## src/inc/mps_pkg.sv

```systemverilog
// Shared types and constants of the three-by-three multi_port_switch.
// Assumes one system clock and a synchronous active-high reset.
package mps_pkg;

   // ==========================================================
   // Port counts and identities
   localparam int unsigned MST_CNT    = 3;
   localparam int unsigned SLV_CNT    = 3;
   localparam int unsigned ADDR_W     = 32;
   localparam int unsigned DATA_W     = 32;
   localparam int unsigned MST_INSTR  = 0;
   localparam int unsigned MST_DATA   = 1;
   localparam int unsigned MST_DMA    = 2;
   localparam int unsigned SLV_FLASH  = 0;
   localparam int unsigned SLV_SRAM   = 1;
   localparam int unsigned SLV_PERIPH = 2;

   // ==========================================================
   // Priority levels and default address map
   localparam logic [1:0] LVL_TOP = 2'h3;
   localparam logic [2:0][1:0] PRIO_DEF = {2'h0, 2'h1, 2'h2};
   localparam logic [2:0][31:0] BASE_DEF =
      {32'hC000_0000, 32'h4000_0000, 32'h0000_0000};
   localparam logic [2:0][31:0] MASK_DEF =
      {32'hF000_0000, 32'hF000_0000, 32'hF000_0000};

   // ==========================================================
   // Bus carriers
   typedef struct packed {
      logic              valid;
      logic              write;
      logic              elev;
      logic [31:0]       addr;
      logic [31:0]       wdata;
   } mps_mreq_t;

   typedef struct packed {
      logic              ready;
      logic              err;
      logic [31:0]       rdata;
   } mps_mresp_t;

   typedef struct packed {
      logic              valid;
      logic              write;
      logic [1:0]        mid;
      logic [31:0]       addr;
      logic [31:0]       wdata;
   } mps_sreq_t;

   typedef struct packed {
      logic              ready;
      logic [31:0]       rdata;
   } mps_sresp_t;

   typedef struct packed {
      logic [2:0]        gnt;
      logic [1:0]        last;
   } mps_arb_st_t;

endpackage

```

## src/rtl/mps_arb.sv

```systemverilog
// Per-port arbiter: fixed level per master, elevation, round robin.
// Assumes requests come from logic on the same clock.
`timescale 1ns/10ps
module mps_arb
#(
   parameter logic [2:0][1:0] PRIO = mps_pkg::PRIO_DEF
)
(
   input  wire logic       i_clk,
   input  wire logic       i_rst,
   input  wire logic [2:0] i_req,
   input  wire logic [2:0] i_elev,
   output logic      [2:0] o_gnt
);

   mps_pkg::mps_arb_st_t st_r;
   mps_pkg::mps_arb_st_t st_nxt;
   logic [2:0][1:0]      lvl;
   logic [2:0]           top_mask;
   logic [1:0]           max_lvl;

   // ==========================================================
   // Effective levels
   always_comb
   begin
      max_lvl = 2'h0;
      for (int m = 0; m < 3; m++)
      begin
         lvl[m] = i_elev[m] ? mps_pkg::LVL_TOP : PRIO[m];
         if (i_req[m] && lvl[m] > max_lvl)
            max_lvl = lvl[m];
      end
      for (int m = 0; m < 3; m++)
         top_mask[m] = i_req[m] && (lvl[m] == max_lvl);
   end

   // ==========================================================
   // Grant selection
   always_comb
   begin
      logic       found;
      logic [1:0] best;
      logic [1:0] id;
      found  = 1'b0;
      best   = 2'h0;
      id     = 2'h0;
      st_nxt = st_r;
      if (!(|(st_r.gnt & i_req)))
      begin
         // The owner keeps the port until its request falls.
         st_nxt.gnt = 3'h0;
         for (int k = 1; k <= 3; k++)
         begin
            id = 2'((int'(st_r.last) + k) % 3);
            // Strictly greater wins, so ties go in rotation order.
            if (i_req[id] && (!found || lvl[id] > best))
            begin
               found = 1'b1;
               best  = lvl[id];
               st_nxt.gnt  = 3'h0;
               st_nxt.gnt[id] = 1'b1;
               st_nxt.last = id;
            end
         end
      end
   end

   always_ff @(posedge i_clk)
   begin
      if (i_rst)
         st_r <= '0;
      else
         st_r <= st_nxt;
   end

   assign o_gnt = st_r.gnt;

   // ==========================================================
   // Checks
   gnt_onehot_a: assert property (@(posedge i_clk) disable iff (i_rst)
      $onehot0(st_r.gnt))
      else $error("Port granted to more than one master.");

   owner_hold_a: assert property (@(posedge i_clk) disable iff (i_rst)
      (|(st_r.gnt & i_req)) |=> (st_r.gnt == $past(st_r.gnt)))
      else $error("Owner lost the port while still requesting.");

   top_level_a: assert property (@(posedge i_clk) disable iff (i_rst)
      (!(|(st_r.gnt & i_req)) && (|i_req))
      |=> (|(st_r.gnt & $past(top_mask))))
      else $error("Free port not granted to a highest-level requester.");

   elev_wins_a: assert property (@(posedge i_clk) disable iff (i_rst)
      (!(|(st_r.gnt & i_req)) && (|(i_req & i_elev)))
      |=> (|(st_r.gnt & $past(i_req & i_elev))))
      else $error("Elevated request lost to a non-elevated one.");

   rr_rotate_a: assert property (@(posedge i_clk) disable iff (i_rst)
      (!(|(st_r.gnt & i_req)) && !$onehot0(top_mask)
         && top_mask[st_r.last])
      |=> (st_r.gnt != (3'h1 << $past(st_r.last))))
      else $error("Round robin regranted the last master on a tie.");

endmodule // mps_arb

```

## src/rtl/mps_switch.sv

```systemverilog
// Three-master, three-slave multi_port_switch with per-port arbiters.
// Assumes masters hold a request until they see a ready pulse, and
// slaves answer a held request with a one-cycle ready pulse.
//
// Overview of operation
// Three masters, three slaves, parallel connections.
// Every port carries 32-bit address and data.
// Two at once only with instruction fetch from flash.
// Same-port contention goes to the higher priority.
// Losers stall until the owner finishes.
// Equal priorities rotate after the last granted master.
// Priority is fixed per master port.
// Masters may be elevated temporarily above their level.
// Masters are instruction, data and dma_master.
// Slaves are flash, SRAM, peripheral_bus_bridge; decoded.
// Priorities and address windows are parameters.
`timescale 1ns/10ps
module mps_switch
#(
   parameter logic [2:0][1:0]  PRIO = mps_pkg::PRIO_DEF,
   parameter logic [2:0][31:0] BASE = mps_pkg::BASE_DEF,
   parameter logic [2:0][31:0] MASK = mps_pkg::MASK_DEF
)
(
   input  wire logic                        i_clk,
   input  wire logic                        i_rst,
   input  wire mps_pkg::mps_mreq_t  [2:0]   i_mst_req,
   output mps_pkg::mps_mresp_t      [2:0]   o_mst_resp,
   output mps_pkg::mps_sreq_t       [2:0]   o_slv_req,
   input  wire mps_pkg::mps_sresp_t [2:0]   i_slv_resp
);

   typedef struct packed {
      mps_pkg::mps_sreq_t  [2:0] sreq;
      mps_pkg::mps_mresp_t [2:0] mresp;
   } mps_sw_st_t;

   mps_sw_st_t       st_r;
   mps_sw_st_t       st_nxt;
   logic [2:0][2:0]  dec;
   logic [2:0]       miss;
   logic [2:0]       lane_req;
   logic [2:0]       lane_gnt;
   logic [2:0][2:0]  port_req;
   logic [2:0][2:0]  port_elev;
   logic [2:0][2:0]  port_gnt;

   function automatic logic exempt(input int unsigned m, input int unsigned s);
      return (m == mps_pkg::MST_INSTR) && (s == mps_pkg::SLV_FLASH);
   endfunction

   // ==========================================================
   // Address decode and request gating
   always_comb
   begin
      logic hit;
      hit = 1'b0;
      for (int m = 0; m < 3; m++)
      begin
         hit    = 1'b0;
         dec[m] = 3'h0;
         for (int s = 0; s < 3; s++)
            if (!hit && ((i_mst_req[m].addr & MASK[s]) == BASE[s]))
            begin
               dec[m][s] = 1'b1;
               hit = 1'b1;
            end
         miss[m] = i_mst_req[m].valid && !hit;
         // Only one transfer may run outside the fetch-from-flash path.
         lane_req[m] = i_mst_req[m].valid && hit
            && !(exempt(m, mps_pkg::SLV_FLASH)
                 && dec[m][mps_pkg::SLV_FLASH]);
      end
      for (int s = 0; s < 3; s++)
         for (int m = 0; m < 3; m++)
         begin
            port_req[s][m] = i_mst_req[m].valid && dec[m][s]
               && (exempt(m, s) || lane_gnt[m]);
            port_elev[s][m] = i_mst_req[m].elev;
         end
   end

   // ==========================================================
   // Arbiters: one shared lane plus one per slave port
   mps_arb #(.PRIO(PRIO)) u_lane_arb
   (
      .i_clk  (i_clk),
      .i_rst  (i_rst),
      .i_req  (lane_req),
      .i_elev (port_elev[0]),
      .o_gnt  (lane_gnt)
   );

   for (genvar s = 0; s < 3; s++)
   begin : g_port
      mps_arb #(.PRIO(PRIO)) u_arb
      (
         .i_clk  (i_clk),
         .i_rst  (i_rst),
         .i_req  (port_req[s]),
         .i_elev (port_elev[s]),
         .o_gnt  (port_gnt[s])
      );
   end

   // ==========================================================
   // Routing and responses
   always_comb
   begin
      st_nxt = st_r;
      for (int m = 0; m < 3; m++)
         st_nxt.mresp[m] = '0;
      for (int s = 0; s < 3; s++)
      begin
         st_nxt.sreq[s] = '0;
         if (st_r.sreq[s].valid && i_slv_resp[s].ready)
         begin
            st_nxt.mresp[st_r.sreq[s].mid].ready = 1'b1;
            st_nxt.mresp[st_r.sreq[s].mid].rdata = i_slv_resp[s].rdata;
         end
         for (int m = 0; m < 3; m++)
            // A request just answered is not sent again while the master
            // is still seeing its ready pulse.
            if (port_gnt[s][m] && port_req[s][m]
                && !(st_r.sreq[s].valid && i_slv_resp[s].ready)
                && !st_r.mresp[m].ready)
            begin
               st_nxt.sreq[s].valid = 1'b1;
               st_nxt.sreq[s].write = i_mst_req[m].write;
               st_nxt.sreq[s].mid   = 2'(m);
               st_nxt.sreq[s].addr  = i_mst_req[m].addr;
               st_nxt.sreq[s].wdata = i_mst_req[m].wdata;
            end
      end
      for (int m = 0; m < 3; m++)
         if (miss[m] && !st_r.mresp[m].ready)
         begin
            st_nxt.mresp[m].ready = 1'b1;
            st_nxt.mresp[m].err   = 1'b1;
         end
   end

   always_ff @(posedge i_clk)
   begin
      if (i_rst)
         st_r <= '0;
      else
         st_r <= st_nxt;
   end

   assign o_slv_req  = st_r.sreq;
   assign o_mst_resp = st_r.mresp;

   // ==========================================================
   // Checks
   logic [1:0] side_cnt;
   always_comb
   begin
      side_cnt = 2'h0;
      for (int s = 0; s < 3; s++)
         if (st_r.sreq[s].valid
             && !exempt(int'(st_r.sreq[s].mid), s))
            side_cnt = side_cnt + 2'h1;
   end

   conc_limit_a: assert property (@(posedge i_clk) disable iff (i_rst)
      side_cnt <= 2'h1)
      else $error("More than one transfer outside the fetch path.");

   for (genvar s = 0; s < 3; s++)
   begin : g_chk
      for (genvar m = 0; m < 3; m++)
      begin : g_mst
         // The master index is a constant here, so the past value is that
         // of the requesting master and not of the previous owner.
         mid_range_a: assert property (@(posedge i_clk)
            disable iff (i_rst)
            (st_r.sreq[s].valid && st_r.sreq[s].mid == 2'(m))
            |-> $past(port_gnt[s][m] && i_mst_req[m].valid))
            else $error("Slave request names a master without the port.");

         addr_pass_a: assert property (@(posedge i_clk)
            disable iff (i_rst)
            (st_r.sreq[s].valid && st_r.sreq[s].mid == 2'(m))
            |-> (st_r.sreq[s].addr == $past(i_mst_req[m].addr)
                 && st_r.sreq[s].wdata == $past(i_mst_req[m].wdata)))
            else $error("Address or data altered through the switch.");

         stall_hold_a: assert property (@(posedge i_clk)
            disable iff (i_rst)
            (port_req[s][m] && !port_gnt[s][m])
            |=> !(st_r.sreq[s].valid && st_r.sreq[s].mid == 2'(m)))
            else $error("Master without the port reached the slave.");
      end

      decode_a: assert property (@(posedge i_clk) disable iff (i_rst)
         st_r.sreq[s].valid
         |-> ((st_r.sreq[s].addr & MASK[s]) == BASE[s]))
         else $error("Request routed to the wrong slave.");

      resp_route_a: assert property (@(posedge i_clk)
         disable iff (i_rst)
         (st_r.sreq[s].valid && i_slv_resp[s].ready)
         |=> o_mst_resp[$past(st_r.sreq[s].mid)].ready)
         else $error("Slave answer not returned to its master.");
   end

   // ==========================================================
   // Master-side checks
   for (genvar m = 0; m < 3; m++)
   begin : g_mchk
      miss_err_a: assert property (@(posedge i_clk)
         disable iff (i_rst)
         (miss[m] && !st_r.mresp[m].ready)
         |=> (st_r.mresp[m].ready && st_r.mresp[m].err))
         else $error("Unmapped address not answered with an error.");

      err_only_miss_a: assert property (@(posedge i_clk)
         disable iff (i_rst)
         st_r.mresp[m].err |-> $past(miss[m]))
         else $error("Error answer without an unmapped address.");
   end

endmodule // mps_switch

```

## config.mk

```make
export PLATFORM = sky130hd
export DESIGN_NAME = mps_switch
export DESIGN_NICKNAME = d
export VERILOG_FILES = /design/src/inc/mps_pkg.sv /design/src/rtl/mps_arb.sv /design/src/rtl/mps_switch.sv
export SDC_FILE = /design/constraint.sdc
export NUM_CORES = 1
export LEC_CHECK = 0
export BUFFER_PORTS_ARGS = -buffer_cell sky130_fd_sc_hd__buf_2
export CAP_MARGIN = 0
export CORE_AREA = 2 2 236 238
export DETAILED_ROUTE_END_ITERATION = 16
export DIE_AREA = 0 0 238 240
export PLACE_DENSITY = 0.58
export SETUP_SLACK_MARGIN = 0.2
export SYNTH_ARGS = -nofsm -noshare
export SYNTH_HDL_FRONTEND = slang
export SYNTH_SLANG_ARGS = --single-unit
```

## constraint.sdc

```tcl
create_clock -name i_clk -period 6.05 [get_ports i_clk]
set_clock_uncertainty 0.05 [all_clocks]
set_input_delay 0 -clock i_clk [delete_from_list [all_inputs] [get_ports i_clk]]
set_output_delay 0 -clock i_clk [all_outputs]
set_load 0.02 [all_outputs]
```

==> impl_results.md <==
* Min-delay src: i_mst_req[195]
* Final hold vios at 0
* Syn-to-layout area delta at 63.24%
* Ys async rst share at 0%
* Share of the synthesized area in the top cell type at approximately 42%
* Reg2reg start: g_port[1].u_arb.st_r[0]$_SDFFE_PP0P_
* DRC viols at 0
* Final Max Tran Viols at 0
* Fin cells at between 3000 and 4000
* Drt wl/cell at 21.96 um
* R2R depth at 19
* Most area-hungry cell type in the Yosys netlist: dfxtp_1
* Commonest non-fill, non-tap cell in the layout: buf_2
* Reg2reg setup slack at approximately 1.0 ns
* Type of origin of the critical path: flip-flop
* Drt first-iter violations at roughly 1500
* Count of different cell masters after synthesis at 89
* Mapped Cells at approximately 1800
* H-tree levels at 2
* Synthesized cell area at between 0.015 and 0.02 mm2
* Final TNS setup at 0 ns
* FMAX at 0.1994 GHz
* IO Count at between 600 and 700
* Final min period at around 5 ns
* Fillers at about 5000
* R2r endpoint: g_port[1].u_arb.st_r[1]$_SDFFE_PP0P_
* Max Cap Viol at 0
* Drt pass-1 iters at 6
* # rows at 86
* Post-synth EDFFs at 0
* Initial antenna violation count at 6
* Seq/Total Area, Yosys at 42.01%
* Worst slew margin at a little over a quarter
* Crit path max fanout at 12
* Ranking of synthesized cells by area: dfxtp_1, a22oi_1, a211oi_1, mux2i_1, a221o_1
* CTS tree: yes
* Fin crit share at between 80% and 90%
* Number of synthesized register bits at approximately 330
* Final WL at approximately 77 mm
* PortBufs at ~610
* Critical Path AT at 5.41 ns
* Slew of the pin with the lowest slew margin at 1.098 ns
* Hold Path End: o_mst_resp[101]$_SDFF_PP0_
* Syn_area_per_cell at approximately 8.8 um2
* Clk buf depth at 3
* Num CTS Buffers at 41
* Peak supply drop at 0.0002094 V
* Root Driver: clkbuf_16
* Total track usage at approximately a quarter
* Die ar. at roughly 0.057 mm2
* Sequential cell area at ~0.0065 mm2
* Die X at roughly 240 um
* Gr ovfl total at 0
* Via count at around 19000
* Leak at between 10 and 15 nW
* Hold WS at between 0.01 and 0.015 ns
* Power Total at between 5 and 6 mW
* Hold path depth at 4
* Worst skew pair latency at between 0.5 and 0.6 ns
* Most frequent cells in the layout: buf_2, dlygate4sd3_1, dfxtp_1
* RSZ-0062 raised after global routing: no
* PwrDens at 212.8 mW/mm2
* Worst Hold Class: input pin to flip-flop
* Die Height at roughly 240 um
* Setup Viol. Count Final at 0
* Crit. End Element: flip-flop
* Clock Pin Slew Worst Setup and Hold Paths at 0.06 ns
* Critical path type: flip-flop to flip-flop
* GPL Wtd Cong at ~0.9
* Via density per instance at between 5 and 6
* Vias in the first global route at between 15000 and 20000
* Post_cts resized at 0
* Placed insts at between 2000 and 3000
* First-pass GRT wire length at roughly 110 mm
* Multi-input logic area at ~0.0084 mm2
* Starting Density at between 20 and 30%
* Pin count of the biggest net entering global routing at slightly below 100
* Crit path required time at about 6.4 ns
* ANT nets after route at 0
* Yosys Warn Count at 0
* DPL Wire Length at around 49 mm
* Top_reg_cell synth: dfxtp_1
* CTS sink count at ~330
* Placeable Area at about 0.055 mm2
* Layout cells sized above 1 at 26.47%
* Layout Nets at between 3000 and 4000
* Status: completed
==> metal layers <==
metal | up-vias | part of all wire (%) | track usage [%]
met4 | 4 | 6.7 | 15.66
met1 | 9056 | 39 | 30.02
met2 | 1105 | 45 | 41.54
met5 | - | 0.032 | 0
met3 | 244 | 9.0 | 6.785
li1 | 8605 | - | -
==> critical path, stage by stage (launching register included) <==
cell       delay (ns)
dfxtp_1          0.39
inv_1            0.09
ha_1             0.49
inv_1            0.26
a31oi_1          0.08
a31o_2           0.28
o21bai_1         0.19
ha_1             0.30
nor2b_1          0.14
a2bb2oi_1        0.41
o21bai_4         0.10
a211oi_4         0.45
nor2_1           0.07
a21oi_1          0.14
ha_1             0.26
nor2b_1          0.13
o21ai_0          0.26
a31o_1           0.35
o311ai_1         0.17
a32o_1           0.28
==> sequential cells by signal, summed over array words and instances (netlist names) <==
signal              flops
g_port.u_arb.st_r       6
o_mst_resp            102
u_lane_arb.o_gnt        3
o_slv_req             204
g_port.u_arb.o_gnt      9
u_lane_arb.st_r         2
==> what timing repair did <==
item / in CTS / in global routing
setup buffers: 0 / 0
hold endpoints to repair: 301 / 0
hold buffers: 478 / 0
setup endpoints to repair: 0 / 0
==> worst max-delay path by stage <==
stage | start | endpoint | slack, ns | cells after the start
2_1_floorplan | g_port[1].u_arb.st_r[1]$_SDFFE_PP0P_ | g_port[1].u_arb.o_gnt[2]$_SDFFE_PP0P_ | 1.73 | 18
3_3_place_gp | g_port[2].u_arb.st_r[0]$_SDFFE_PP0P_ | g_port[2].u_arb.st_r[0]$_SDFFE_PP0P_ | 1.20 | 19
3_5_place_dp | g_port[1].u_arb.st_r[0]$_SDFFE_PP0P_ | g_port[1].u_arb.st_r[1]$_SDFFE_PP0P_ | 1.12 | 19
4_1_cts | g_port[1].u_arb.st_r[0]$_SDFFE_PP0P_ | g_port[1].u_arb.st_r[1]$_SDFFE_PP0P_ | 1.10 | 19
5_1_grt | g_port[1].u_arb.st_r[0]$_SDFFE_PP0P_ | g_port[1].u_arb.st_r[0]$_SDFFE_PP0P_ | 0.61 | 19
6_report | g_port[1].u_arb.st_r[0]$_SDFFE_PP0P_ | g_port[1].u_arb.st_r[1]$_SDFFE_PP0P_ | 1.04 | 19
==> metrics by stage <==
| step | utilization (%) | area (um2) | worst slack, ns |
|---|---|---|---|
| after global routing | 46.39 | 25360 | 0.6121 |
| after CTS | 46.37 | 25350 | 1.100 |
| after detailed placement | 34.93 | 19090 | 1.118 |
| after floorplan | - | 15570 | 1.728 |
| after global placement | 34.93 | 19090 | 1.199 |
| final | 46.39 | 25360 | 1.035 |
==> layout make-up <==
class                      instances  area share [%]
multi-input combinational       1270           33.04
timing repair buffer            1105           31.45
sequential                       326           25.73
clock buffer                      56           4.662
tap                              704           3.473
clock inverter                    19           1.135
inverter                          31          0.4588
antenna                            5         0.04934
==> synthesized netlist by cell type (all sizes together) (32+ instances only) <==
master and number:
mux2i 70, clkbuf 103, o21ai 152, buf 46, nor2 153, dfxtp 326, and2 66, a22oi 162
a221o 64, nand2 171, ha 32, a211oi 107
==> cell families (layout without fill, tap and decap cells) <==
kind of cell / after synthesis / after routing / share of synthesized area, %
AO/OA/AOI/OAI: 613 / 613 / 28.68
buffers and inverters: 180 / 1211 / 4.824
multiplexers: 73 / 73 / 4.727
AND/OR/NAND/NOR: 542 / 542 / 17.09
adder cells (fa/ha/maj): 33 / 33 / 2.650
other: 1 / 14 / 0.02414
flip-flops: 326 / 326 / 42.01
==> power breakdown <==
part / switching [mW] / internal (mW) / total, mW
clock network: 1.03 / 1.64 / 2.67
registers: 0.00850 / 2.16 / 2.16
logic: 0.288 / 0.277 / 0.565
Note: power is estimated with default switching activity, not from simulation.
